**src/design/ldcfg_pkg.sv**
```systemverilog
package ldcfg_pkg;
	// Index space of the configuration pair
	localparam logic [7:0] IDX_DEVICE_SELECTOR = 8'h07;
	localparam logic [7:0] IDX_ACTIVATE        = 8'h30;
	localparam logic [7:0] IDX_BASE0_HIGH      = 8'h60;
	localparam logic [7:0] IDX_BASE0_LOW       = 8'h61;
	localparam logic [7:0] IDX_BASE1_HIGH      = 8'h62;
	localparam logic [7:0] IDX_BASE1_LOW       = 8'h63;
	localparam logic [7:0] IDX_IRQ_NUMBER      = 8'h70;
	localparam logic [7:0] IDX_IRQ_TYPE        = 8'h71;
	localparam logic [7:0] IDX_DMA_ZERO        = 8'h74;
	localparam logic [7:0] IDX_DMA_ONE         = 8'h75;
	localparam logic [7:0] IDX_GATED_LOW       = 8'h60;
	localparam logic [7:0] IDX_GATED_HIGH      = 8'hfe;
	// Logical device number of the wake-up controller
	localparam logic [7:0] LDN_WAKE_CTRL       = 8'h04;
	// Field positions
	localparam int ACTIVE_BIT      = 0;
	localparam int WAKE_EN_BIT     = 4;
	localparam int POLARITY_BIT    = 1;
	localparam int TRIG_SCRATCH_BIT = 0;
	// Write masks: bits that hold state
	localparam logic [7:0] MASK_ACTIVATE  = 8'h01;
	localparam logic [7:0] MASK_BASE0_LOW = 8'he0;
	localparam logic [7:0] MASK_IRQ_NUM   = 8'h1f;
	localparam logic [7:0] MASK_IRQ_TYPE  = 8'h03;
	// Reset values
	localparam logic [7:0] RST_ACTIVATE   = 8'h00;
	localparam logic [7:0] RST_BASE0_HIGH = 8'h00;
	localparam logic [7:0] RST_BASE0_LOW  = 8'h00;
	localparam logic [7:0] RST_IRQ_NUM    = 8'h00;
	localparam logic [7:0] RST_IRQ_TYPE   = 8'h03;
	localparam logic [7:0] DMA_NONE_VALUE = 8'h04;
	localparam logic [7:0] READ_ZERO      = 8'h00;
	localparam logic [3:0] IRQ_NONE       = 4'h0;
	localparam logic [3:0] IRQ_LAST_LOW   = 4'hc;
	localparam logic [3:0] IRQ_FIRST_HIGH = 4'he;
	// Number of serial IRQ level outputs (0..15); levels 0 and 13 are never driven
	localparam int IRQ_LEVELS = 16;
endpackage : ldcfg_pkg

```
**src/design/ldcfg_irq_route.sv**
```systemverilog
`timescale 1ns/100ps
`default_nettype none
module ldcfg_irq_route
	import ldcfg_pkg::*;
(
	// Clock and reset
	input  wire logic                  sys_clk,
	input  wire logic                  rst,
	// Configuration
	input  wire logic                  active,
	input  wire logic [3:0]            level_select,
	input  wire logic                  polarity_invert,
	input  wire logic                  wake_enable,
	// Device interrupt request
	input  wire logic                  dev_irq,
	// Results
	output logic [ldcfg_pkg::IRQ_LEVELS-1:0] serirq_levels,
	output logic                       wake_event,
	output logic                       route_invalid
);
	import ldcfg_pkg::*;

	logic        req_pol;
	logic        level_ok;
	logic [IRQ_LEVELS-1:0] lvl_d;

	assign req_pol  = dev_irq ^ polarity_invert;
	assign level_ok = (level_select != IRQ_NONE) &&
		((level_select <= IRQ_LAST_LOW) || (level_select >= IRQ_FIRST_HIGH));

	genvar g;
	generate
		for (g = 0; g < IRQ_LEVELS; g = g + 1) begin : g_lvl
			assign lvl_d[g] = active && level_ok && (level_select == 4'(g)) && req_pol;
		end
	endgenerate

	always_ff @(posedge sys_clk or posedge rst) begin
		if (rst) begin
			serirq_levels <= '0;
			wake_event    <= 1'b0;
			route_invalid <= 1'b0;
		end else begin
			serirq_levels <= lvl_d;
			wake_event    <= active && wake_enable && dev_irq;
			route_invalid <= !level_ok && (level_select != IRQ_NONE);
		end
	end

	a_wake_gate: assert property (@(posedge sys_clk) disable iff (rst)
		!wake_enable |=> !wake_event) else $error("wake event without enable");
	a_invalid_level: assert property (@(posedge sys_clk) disable iff (rst)
		(level_select == 4'hd) |=> (serirq_levels == '0)) else $error("level 13 driven");
endmodule : ldcfg_irq_route
`default_nettype wire

```
**src/design/ldcfg_regs.sv**
```systemverilog
`timescale 1ns/100ps
`default_nettype none
module ldcfg_regs
	import ldcfg_pkg::*;
(
	// Clock and reset
	input  wire logic                        sys_clk,
	input  wire logic                        rst,
	// Index-data configuration access, device number decoded here against LDN_WAKE_CTRL
	input  wire logic [7:0]                  cfg_index,
	input  wire logic [7:0]                  cfg_wdata,
	input  wire logic                        cfg_wr,
	input  wire logic                        cfg_rd,
	input  wire logic [7:0]                  cfg_ldn,
	output logic [7:0]                       cfg_rdata,
	// Interrupt source of this device
	input  wire logic                        dev_irq,
	// Decoded configuration
	output logic                             dev_active,
	output logic [15:0]                      io_window_base,
	output logic [ldcfg_pkg::IRQ_LEVELS-1:0] serirq_levels,
	output logic                             wake_event,
	output logic                             route_invalid
);
	import ldcfg_pkg::*;

	// ==========================================================
	// Register state
	logic [7:0] activate_q;
	logic [7:0] activate_d;
	logic [7:0] base0_hi_q;
	logic [7:0] base0_hi_d;
	logic [7:0] base0_lo_q;
	logic [7:0] base0_lo_d;
	logic [7:0] irq_num_q;
	logic [7:0] irq_num_d;
	logic [7:0] irq_type_q;
	logic [7:0] irq_type_d;
	logic [7:0] rdata_d;

	// ==========================================================
	// Decode
	logic sel;
	logic gated_idx;
	logic open_idx;
	logic wr_act, wr_b0h, wr_b0l, wr_num, wr_type;

	assign sel       = (cfg_ldn == LDN_WAKE_CTRL);
	// Upper registers vanish while the device is inactive
	assign gated_idx = (cfg_index >= IDX_GATED_LOW) && (cfg_index <= IDX_GATED_HIGH);
	assign open_idx  = !gated_idx || activate_q[ACTIVE_BIT];
	assign wr_act    = sel && cfg_wr && (cfg_index == IDX_ACTIVATE);
	assign wr_b0h    = sel && cfg_wr && open_idx && (cfg_index == IDX_BASE0_HIGH);
	assign wr_b0l    = sel && cfg_wr && open_idx && (cfg_index == IDX_BASE0_LOW);
	assign wr_num    = sel && cfg_wr && open_idx && (cfg_index == IDX_IRQ_NUMBER);
	assign wr_type   = sel && cfg_wr && open_idx && (cfg_index == IDX_IRQ_TYPE);
	// Second descriptor and DMA indices have no write path at all

	assign activate_d = wr_act  ? (cfg_wdata & MASK_ACTIVATE)  : activate_q;
	assign base0_hi_d = wr_b0h  ? cfg_wdata                    : base0_hi_q;
	assign base0_lo_d = wr_b0l  ? (cfg_wdata & MASK_BASE0_LOW) : base0_lo_q;
	assign irq_num_d  = wr_num  ? (cfg_wdata & MASK_IRQ_NUM)   : irq_num_q;
	assign irq_type_d = wr_type ? (cfg_wdata & MASK_IRQ_TYPE)  : irq_type_q;

	// ==========================================================
	// Read mux
	always_comb begin
		rdata_d = READ_ZERO;
		if (sel && cfg_rd && open_idx) begin
			unique case (cfg_index)
				IDX_ACTIVATE:   rdata_d = activate_q;
				IDX_BASE0_HIGH: rdata_d = base0_hi_q;
				IDX_BASE0_LOW:  rdata_d = base0_lo_q;
				IDX_BASE1_HIGH: rdata_d = READ_ZERO;
				IDX_BASE1_LOW:  rdata_d = READ_ZERO;
				IDX_IRQ_NUMBER: rdata_d = irq_num_q;
				IDX_IRQ_TYPE:   rdata_d = irq_type_q;
				IDX_DMA_ZERO:   rdata_d = DMA_NONE_VALUE;
				IDX_DMA_ONE:    rdata_d = DMA_NONE_VALUE;
				default:        rdata_d = READ_ZERO;
			endcase
		end
	end

	// ==========================================================
	// Flops
	always_ff @(posedge sys_clk or posedge rst) begin
		if (rst) begin
			activate_q <= RST_ACTIVATE;
			base0_hi_q <= RST_BASE0_HIGH;
			base0_lo_q <= RST_BASE0_LOW;
			irq_num_q  <= RST_IRQ_NUM;
			irq_type_q <= RST_IRQ_TYPE;
			cfg_rdata  <= READ_ZERO;
		end else begin
			activate_q <= activate_d;
			base0_hi_q <= base0_hi_d;
			base0_lo_q <= base0_lo_d;
			irq_num_q  <= irq_num_d;
			irq_type_q <= irq_type_d;
			cfg_rdata  <= rdata_d;
		end
	end

	always_ff @(posedge sys_clk or posedge rst) begin
		if (rst) begin
			dev_active     <= 1'b0;
			io_window_base <= 16'h0000;
		end else begin
			dev_active     <= activate_q[ACTIVE_BIT];
			io_window_base <= {base0_hi_q, base0_lo_q};
		end
	end

	// ==========================================================
	// Interrupt routing; trigger scratch bit deliberately not passed
	ldcfg_irq_route u_route (
		.sys_clk         (sys_clk),
		.rst             (rst),
		.active          (activate_q[ACTIVE_BIT]),
		.level_select    (irq_num_q[3:0]),
		.polarity_invert (irq_type_q[POLARITY_BIT]),
		.wake_enable     (irq_num_q[WAKE_EN_BIT]),
		.dev_irq         (dev_irq),
		.serirq_levels   (serirq_levels),
		.wake_event      (wake_event),
		.route_invalid   (route_invalid)
	);

	// ==========================================================
	// Checks
	a_align_low: assert property (@(posedge sys_clk) disable iff (rst)
		base0_lo_q[4:0] == 5'h00)
		else $error("base low bits not zero");

	a_dma_none: assert property (@(posedge sys_clk) disable iff (rst)
		(sel && cfg_rd && activate_q[ACTIVE_BIT] && cfg_index == IDX_DMA_ZERO)
		|=> (cfg_rdata == DMA_NONE_VALUE)) else $error("dma select not four");

	a_base1_zero: assert property (@(posedge sys_clk) disable iff (rst)
		(cfg_rd && cfg_index == IDX_BASE1_LOW) |=> (cfg_rdata == READ_ZERO))
		else $error("second base nonzero");

	a_inactive_lock: assert property (@(posedge sys_clk) disable iff (rst)
		(!activate_q[ACTIVE_BIT] && cfg_wr && cfg_index == IDX_IRQ_NUMBER)
		|=> $stable(irq_num_q)) else $error("write while inactive");

	a_unsel_lock: assert property (@(posedge sys_clk) disable iff (rst)
		(!sel && cfg_wr) |=> $stable(activate_q))
		else $error("write to unselected");

	a_type_write: assert property (@(posedge sys_clk) disable iff (rst)
		wr_type |=> (irq_type_q == ($past(cfg_wdata) & MASK_IRQ_TYPE)))
		else $error("type write lost");

	a_reserved_num: assert property (@(posedge sys_clk) disable iff (rst)
		irq_num_q[7:5] == 3'b000)
		else $error("reserved bits set");

	a_act_reserved: assert property (@(posedge sys_clk) disable iff (rst)
		activate_q[7:1] == 7'h00)
		else $error("activate reserved set");

	a_polarity_route: assert property (@(posedge sys_clk) disable iff (rst)
		(activate_q[ACTIVE_BIT] && irq_num_q[3:0] == 4'h3 && $stable(irq_type_q)
		&& $stable(irq_num_q) && $stable(activate_q) && irq_type_q[POLARITY_BIT] && !dev_irq)
		|=> serirq_levels[3]) else $error("inverted request not driven");

	// ==========================================================
	// Write acceptance and hold
	a_act_write: assert property (@(posedge sys_clk) disable iff (rst)
		wr_act |=> (activate_q == ($past(cfg_wdata) & MASK_ACTIVATE)))
		else $error("activate write lost");

	a_act_hold: assert property (@(posedge sys_clk) disable iff (rst)
		!wr_act |=> $stable(activate_q))
		else $error("activate changed without write");

	a_b0h_write: assert property (@(posedge sys_clk) disable iff (rst)
		wr_b0h |=> (base0_hi_q == $past(cfg_wdata)))
		else $error("base high write lost");

	a_b0h_hold: assert property (@(posedge sys_clk) disable iff (rst)
		!wr_b0h |=> $stable(base0_hi_q))
		else $error("base high changed without write");

	a_b0l_write: assert property (@(posedge sys_clk) disable iff (rst)
		wr_b0l |=> (base0_lo_q == ($past(cfg_wdata) & MASK_BASE0_LOW)))
		else $error("base low write lost");

	a_b0l_hold: assert property (@(posedge sys_clk) disable iff (rst)
		!wr_b0l |=> $stable(base0_lo_q))
		else $error("base low changed without write");

	a_num_write: assert property (@(posedge sys_clk) disable iff (rst)
		wr_num |=> (irq_num_q == ($past(cfg_wdata) & MASK_IRQ_NUM)))
		else $error("irq number write lost");

	a_num_hold: assert property (@(posedge sys_clk) disable iff (rst)
		!wr_num |=> $stable(irq_num_q))
		else $error("irq number changed without write");

	a_type_hold: assert property (@(posedge sys_clk) disable iff (rst)
		!wr_type |=> $stable(irq_type_q))
		else $error("irq type changed without write");

	a_type_reserved: assert property (@(posedge sys_clk) disable iff (rst)
		irq_type_q[7:2] == 6'h00)
		else $error("irq type reserved set");

	a_unsel_num: assert property (@(posedge sys_clk) disable iff (rst)
		(!sel && cfg_wr) |=> $stable(irq_num_q))
		else $error("irq number written while unselected");

	// ==========================================================
	// Read path
	a_rdata_idle: assert property (@(posedge sys_clk) disable iff (rst)
		!cfg_rd |=> (cfg_rdata == READ_ZERO))
		else $error("read data without read");

	a_rdata_unsel: assert property (@(posedge sys_clk) disable iff (rst)
		(!sel && cfg_rd) |=> (cfg_rdata == READ_ZERO))
		else $error("unselected device answered");

	a_rdata_closed: assert property (@(posedge sys_clk) disable iff (rst)
		(cfg_rd && gated_idx && !activate_q[ACTIVE_BIT]) |=> (cfg_rdata == READ_ZERO))
		else $error("inactive device answered");

	a_dma_one: assert property (@(posedge sys_clk) disable iff (rst)
		(sel && cfg_rd && open_idx && cfg_index == IDX_DMA_ONE)
		|=> (cfg_rdata == DMA_NONE_VALUE)) else $error("second dma select not four");

	a_base1_high: assert property (@(posedge sys_clk) disable iff (rst)
		(cfg_rd && cfg_index == IDX_BASE1_HIGH) |=> (cfg_rdata == READ_ZERO))
		else $error("second base high nonzero");

	a_read_act: assert property (@(posedge sys_clk) disable iff (rst)
		(sel && cfg_rd && cfg_index == IDX_ACTIVATE) |=> (cfg_rdata == $past(activate_q)))
		else $error("activate read wrong");

	a_read_num: assert property (@(posedge sys_clk) disable iff (rst)
		(sel && cfg_rd && open_idx && cfg_index == IDX_IRQ_NUMBER)
		|=> (cfg_rdata == $past(irq_num_q))) else $error("irq number read wrong");

	a_read_type: assert property (@(posedge sys_clk) disable iff (rst)
		(sel && cfg_rd && open_idx && cfg_index == IDX_IRQ_TYPE)
		|=> (cfg_rdata == $past(irq_type_q))) else $error("irq type read wrong");

	a_read_b0h: assert property (@(posedge sys_clk) disable iff (rst)
		(sel && cfg_rd && open_idx && cfg_index == IDX_BASE0_HIGH)
		|=> (cfg_rdata == $past(base0_hi_q))) else $error("base high read wrong");

	a_read_b0l: assert property (@(posedge sys_clk) disable iff (rst)
		(sel && cfg_rd && open_idx && cfg_index == IDX_BASE0_LOW)
		|=> (cfg_rdata == $past(base0_lo_q))) else $error("base low read wrong");

	a_unused_idx: assert property (@(posedge sys_clk) disable iff (rst)
		(cfg_rd && cfg_index > IDX_DMA_ONE) |=> (cfg_rdata == READ_ZERO))
		else $error("unused index nonzero");

	// ==========================================================
	// Decoded outputs
	a_active_copy: assert property (@(posedge sys_clk) disable iff (rst)
		1'b1 |=> (dev_active == $past(activate_q[ACTIVE_BIT])))
		else $error("active output stale");

	a_window_copy: assert property (@(posedge sys_clk) disable iff (rst)
		1'b1 |=> (io_window_base == {$past(base0_hi_q), $past(base0_lo_q)}))
		else $error("window base stale");

	a_window_align: assert property (@(posedge sys_clk) disable iff (rst)
		io_window_base[4:0] == 5'h00)
		else $error("window base not aligned");

	a_levels_inactive: assert property (@(posedge sys_clk) disable iff (rst)
		!activate_q[ACTIVE_BIT] |=> (serirq_levels == '0))
		else $error("inactive device drives irq");

	a_wake_inactive: assert property (@(posedge sys_clk) disable iff (rst)
		!activate_q[ACTIVE_BIT] |=> !wake_event)
		else $error("inactive device wakes");

	a_levels_onehot: assert property (@(posedge sys_clk) disable iff (rst)
		$onehot0(serirq_levels))
		else $error("several irq levels driven");

	a_level_none: assert property (@(posedge sys_clk) disable iff (rst)
		(irq_num_q[3:0] == IRQ_NONE) |=> (serirq_levels == '0))
		else $error("irq driven with level zero");

	a_invalid_flag: assert property (@(posedge sys_clk) disable iff (rst)
		(irq_num_q[3:0] == 4'hd) |=> route_invalid)
		else $error("level 13 not flagged");
endmodule : ldcfg_regs
`default_nettype wire

```
**config.mk**
```make
export PLATFORM = sky130hd
export DESIGN_NAME = ldcfg_regs
export DESIGN_NICKNAME = d
export VERILOG_FILES = /design/src/design/ldcfg_pkg.sv /design/src/design/ldcfg_irq_route.sv /design/src/design/ldcfg_regs.sv
export SDC_FILE = /design/constraint.sdc
export NUM_CORES = 1
export LEC_CHECK = 0
export BUFFER_PORTS_ARGS = -buffer_cell sky130_fd_sc_hd__buf_4
export CAP_MARGIN = 10
export CELL_PAD_IN_SITES_DETAIL_PLACEMENT = 1
export CELL_PAD_IN_SITES_GLOBAL_PLACEMENT = 2
export CORE_MARGIN = 1
export CORE_UTILIZATION = 36
export CTS_BUF_LIST = sky130_fd_sc_hd__clkbuf_8
export CTS_CLUSTER_SIZE = 12
export DETAILED_ROUTE_END_ITERATION = 8
export PLACE_DENSITY = 0.94
export SYNTH_ARGS = -nofsm -noshare
export SYNTH_HDL_FRONTEND = slang
export SYNTH_SLANG_ARGS = --single-unit
```
**constraint.sdc**
```tcl
create_clock -name sys_clk -period 4.5 [get_ports sys_clk]
set_input_delay 1.125 -clock sys_clk [delete_from_list [all_inputs] [get_ports sys_clk]]
set_output_delay 1.125 -clock sys_clk [all_outputs]
set_load 0.03 [all_outputs]
```
=== After elaboration in Yosys (flattened, before gate mapping) ===
Index checks and enable logic that the tools add are counted.

* Register bits after elaboration: 57
* Latch bits: 0
* Bits in writable memories: 0
* Memory bits (read-only): 0
* Output and inout port bits: 43
* Word-level logic and storage cells: 95
* Memories kept: 0

* $add $sub $neg: 0
* Multiply operators: 0
* Div/mod/pow operators: 0
* Magnitude comparators: 4
* Equal/unequal tests: 23
* Shift operators: 0
* Multiplexer cells: 2
* Bitwise operators: 1
* Reductions and logical operators: 54

{| class="wikitable"
|+ Operators by type and width
! operator !! count
|-
| 8-bit by 7-bit == test with 1-bit output, second input constant || 6
|-
| 8-bit one-hot mux with 6 select lines || 1
|-
| 1-bit logical AND || 47
|-
| 4-bit == test, second input constant || 8
|-
| 4-bit by 3-bit == test with 1-bit output, second input constant || 4
|-
| 4-bit by 2-bit == test with 1-bit output, second input constant || 2
|-
| 8-bit by 3-bit == test with 1-bit output, second input constant || 1
|-
| 8-bit by 6-bit == test with 1-bit output, second input constant || 1
|-
| 8-bit by 7-bit greater-or-equal comparator with 1-bit output, second input constant || 1
|-
| 8-bit <= comparator, second input constant || 1
|-
| 8-bit two-way mux || 1
|-
| 4-bit by 1-bit == test with 1-bit output, second input constant || 1
|-
| 4-bit greater-or-equal comparator, second input constant || 1
|-
| 4-bit <= comparator, second input constant || 1
|-
| 4-bit zero test || 1
|-
| 4-bit nonzero test || 1
|-
| 1-bit zero test || 2
|-
| 1-bit logical OR || 2
|-
| 2-bit OR reduction || 1
|-
| 1-bit bitwise XOR || 1
|}

=== Logic depth before layout (Yosys ltp) ===
* Depth in word-level cells: 6
* Depth in mapped cells: 5
* Gate-level depth less buffers: 4

=== Modules after synthesis ===
From an unflattened synthesis, not the netlist that was laid out.

* Cells, all modules: 172
* Area, all modules: 2,327.2 µm²

{| class="wikitable"
|+ Modules (own cells, without submodules)
! module !! times used !! cells each !! area each (µm²) !! sequential area each (µm²)
|-
| ldcfg_regs || 1 || 125 || 1,709.1 || 978.4
|-
| ldcfg_irq_route || 1 || 47 || 618.1 || 450.4
|}

=== Worst setup path before layout ===
OpenSTA, ideal clock, no wires.

* Path kind: input port to flip-flop
* Start: input port cfg_ldn[5]
* End: register base0_hi_q[0]
* Arrival: 2,928 ps
* Required time: 4,375 ps
* Setup slack: 1,447 ps
* Stages: 5
* Cells stage by stage: or4_1 -> or3_1 -> buf_2 -> nor4_4 -> mux2_2

* Word-level cells in the longest chain between the ends: 4

{| class="wikitable"
|+ RTL lines
! what !! line !! RTL
|-
| from (decl) || ldcfg_regs.sv:14 || <nowiki>input wire logic [7:0] cfg_ldn,</nowiki>
|-
| 8-bit by 3-bit == test with 1-bit output || ldcfg_regs.sv:48 || <nowiki>assign sel = (cfg_ldn == LDN_WAKE_CTRL);</nowiki>
|-
| 1-bit logical AND (3 in series) || ldcfg_regs.sv:53 || <nowiki>assign wr_b0h = sel && cfg_wr && open_idx && (cfg_index == IDX_BASE0_HIGH);</nowiki>
|-
| to (signal assigned) || ldcfg_regs.sv:97 || <nowiki>base0_hi_q <= base0_hi_d;</nowiki>
|-
| to (decl) || ldcfg_regs.sv:31 || <nowiki>logic [7:0] base0_hi_q;</nowiki>
|}

Every way passes these cells.
A chain may end at the register's enable or synchronous reset.

=== Final worst setup path ===
* Start: input port cfg_index[0]
* End: register base0_hi_q[0]

* Word-level cells in the longest chain between the ends: 6
* Elaborated cells on any way between the ends: 8
* Classes of those cells: order compare (2); eq/ne (1); reduce/logical (5)

{| class="wikitable"
|+ RTL lines
! what !! line !! RTL
|-
| from (decl) || ldcfg_regs.sv:10 || <nowiki>input wire logic [7:0] cfg_index,</nowiki>
|-
| 8-bit by 7-bit greater-or-equal comparator with 1-bit output / 8-bit <= comparator (equally long branches) || ldcfg_regs.sv:50 || <nowiki>assign gated_idx = (cfg_index >= IDX_GATED_LOW) && (cfg_index <= IDX_GATED_HIGH);</nowiki>
|-
| 1-bit logical AND || ldcfg_regs.sv:50 ||
|-
| 1-bit zero test || ldcfg_regs.sv:51 || <nowiki>assign open_idx = !gated_idx || activate_q[ACTIVE_BIT];</nowiki>
|-
| 1-bit logical OR || ldcfg_regs.sv:51 ||
|-
| 1-bit logical AND || ldcfg_regs.sv:53 ||
|-
| 1-bit logical AND (*) || ldcfg_regs.sv:53 ||
|}

Every way passes the cells marked *; elsewhere a longest branch is shown, timed or not.

==> reports/qor.yml <==
clocking:
  clkTransAtPathRegs_ns: 0.07
  ctsResizeCount: 0
  clockBufferDepth: 2
  htreeDepth: 3
  cts.sinks: 57
  numCtsBuffers: 9
  root_buffer: "clkbuf_8"
  clock_latency_ns: 0.33
  post_cts_buffers: 0
  cts_tree: "yes"
  postCtsHoldBufs: 0
detailed_routing:
  drtPass1Iterations: 4
  num_vias: 1646
  drc: 0
  drt_iter0_drc: 59
  ant_nets: 0
  routed_wl_um: 5544
  wl_per_cell_um: 17.06
  vias_per_cell: 5.065
timing:
  hold-worst-slack_ns: 0.4107
  max_freq_ghz: 0.3260
  max_slew_margin: 0.4370
  setup_viol: 0
  period_share: 0.6816
  tightest_slew_ns: 0.8233
  grt_setup_unrepaired: "false"
  finalHoldViolCount: 0
  tns_ns: 0
  slew_viol_final: 0
  min_period_ns: 3.067
  clock_skew_ns: 0.007457
floorplanning:
  design.die.area_um2: 6572
  rows: 28
  chipWidth_um: 81.07
  dieHeight_um: 81.07
  fp.coreArea_um2: 5991
  ios: 72
  start_util: 0.3757
pwr:
  p_comb_frac: 0.057
  peakVddDrop_v: 0.0001495
  swShare: 0.2176
  seq_power_share: 0.483
  intPower_uw: 833.2
  powerDensity_nw_per_um2: 352.6
  p_leak_nw: 1.516
  switchingPower_uw: 231.7
  power_frac_clock: 0.460
critical_path:
  r2r-start: "activate_q[0]"
  critical-path-max-stage-delay_ns: 0.63
  cp_max_fo: 13
  setup.worst_path.start_class: "primary input"
  critical_path_class: "primary input to flip-flop"
  worstPathCellList: "buf_4 > or4_1 > or2_2 > nor4_4 > mux2_2"
  r2r_cells: 4
  cp.required_ns: 4.72
  end_kind: "flip-flop"
  cp_slowest_cell: "or4_1"
  rrSetupSlack_ns: 2.44
  rr_endpoint: "cfg_rdata[4]"
  crit_arrival_ns: 3.28
logic_synthesis:
  synthFlopType: "dfrtp_1"
  async_flop_share: 1.000
  synth_edf_count: 0
  yosysSeqAreaShare: 0.6348
  syn_inst: 171
  synth.distinct_cells: 38
  synth-seq-cells: 57
  yosys_warnings: 0
  syn_area_um2: 2251
  syn_area_per_cell_um2: 13.16
run:
  drv_cap: 0
hold_path:
  min-delay-path-class: "flip-flop to flip-flop"
  hp-start: "base0_lo_q[6]"
  whs_endpoint: "io_window_base[6]"
  hold_depth: 0
layout:
  final_nets: 274
  syn_to_final_growth_pct: 34.19
  final_core_util: 0.5042
  drive_gt1_frac: 0.4400
  diodes: 0
  fin_area_um2: 3020
place:
  hpwl_um: 3767
  place_congestion: 0.7824
  portBuffers: 66
  place_area_um2: 2813
global_routing:
  grt_overflow: 0
  grt_pass1_vias: 1750
  grt_max_degree: 58
  grt_pass1_wl_um: 8935
  grt_usage: 0.1895
  antenna_found_initial: 0
run_status:
  status: "finished clean"
==> critical path: cells and delay by family <==
kind                   cells  cell delay, ns
muxes                      1            0.40
buffers and inverters      1            0.17
and+or+nand+nor            3            1.58
==> state kept, by name, indices dropped and copies added (netlist names) <==
register               flops
irq_type_q                 2
base0_lo_q                 3
dev_active                 1
irq_num_q                  5
activate_q                 1
u_route.route_invalid      1
u_route.serirq_levels     16
base0_hi_q                 8
u_route.wake_event         1
io_window_base            11
cfg_rdata                  8
==> through the flow <==
stage | worst slack (ns) | cells | power (mW)
6_report | 1.433 | 325 | 1.065
5_1_grt | 1.339 | 325 | 1.101
4_1_cts | 1.435 | 325 | 1.074
3_5_place_dp | 1.082 | 309 | 0.5838
3_3_place_gp | 1.123 | 309 | 0.5827
2_1_floorplan | 1.447 | 177 | 0.5565
==> power groups by stage <==
| stage | Combinational (mW) | Sequential, mW | Clock (mW) |
|---|---|---|---|
| after floorplan | 0.0314 | 0.525 | 0 |
| after global placement | 0.0595 | 0.523 | 0 |
| after detailed placement | 0.0606 | 0.523 | 0 |
| after CTS | 0.0616 | 0.514 | 0.499 |
| after global routing | 0.0670 | 0.514 | 0.521 |
| final | 0.0610 | 0.514 | 0.490 |
==> final cells by class <==
cell class	instances	area (um2)
Tap cell	75	93.84
Clock inverter	4	42.54
Timing Repair Buffer	67	503.0
Fill cell	646	2970
Sequential cell	57	1429
Inverter	5	18.77
Clock buffer	12	165.2
Multi-Input combinational cell	105	768.2
==> placed cells by master, fill, tap and decap left out, types with 2 or more instances in the layout <==
master,instances
nor3_1,8
inv_1,6
mux2i_1,7
mux2_2,20
a32oi_1,2
nand4_1,4
nand3_1,2
nor4_1,5
nor3b_1,2
or4_1,2
dfrtp_1,55
conb_1,7
nor4_4,2
nand3b_1,2
nand2b_1,2
dfstp_2,2
clkbuf_8,12
nor2_1,16
nand2_1,7
buf_4,67
or3_1,2
==> metal layers <==
layer / up-vias / global-route usage / routed length [um]
li1: 751 / - / -
met1: 844 / 0.2433 / 2358
met2: 45 / 0.2882 / 2852
met3: 6 / 0.06629 / 251
met4: 0 / 0.08393 / 81
met5: - / 0 / 0
==> Yosys cell counts, types with 2 or more instances <==
master     n  area, um2
nor2_1    16      60.06
a32oi_1    2      17.52
nor4_4     2      42.54
buf_4      5      37.54
nand2_1    7      26.28
or3_1      2      12.51
mux2_2    20      225.2
nand3_1    2      10.01
inv_1      5      18.77
nor4_1     5      31.28
clkbuf_1   3      11.26
nand3b_1   2      15.01
or4_1      2      15.01
nor3_1     8      40.04
dfrtp_1   55       1376
nand2b_1   2      12.51
dfstp_2    2      52.55
nand4_1    4      25.02
nor3b_1    2      15.01
mux2i_1    7      70.07
==> worst max-delay path by stage <==
| stage | to | startpoint | slack, ns |
|---|---|---|---|
| after floorplan | base0_hi_q[0] | cfg_ldn[5] | 1.45 |
| after global placement | base0_hi_q[2] | cfg_index[0] | 1.12 |
| after detailed placement | base0_hi_q[0] | cfg_ldn[5] | 1.08 |
| after CTS | base0_hi_q[1] | cfg_ldn[5] | 1.44 |
| after global routing | base0_hi_q[1] | cfg_index[0] | 1.34 |
| final | base0_hi_q[0] | cfg_index[0] | 1.43 |
==> cell families after synthesis <==
group                  Yosys count  synth area share
buffers and inverters           15           0.03391
XOR/XNOR                         1          0.003892
multiplexers                    27            0.1312
AND/OR/NAND/NOR                 61            0.1623
other                            1          0.001666
flip-flops                      57            0.6348
AO/OA/AOI/OAI                    9           0.03224
(Power assumes the default switching activity.)
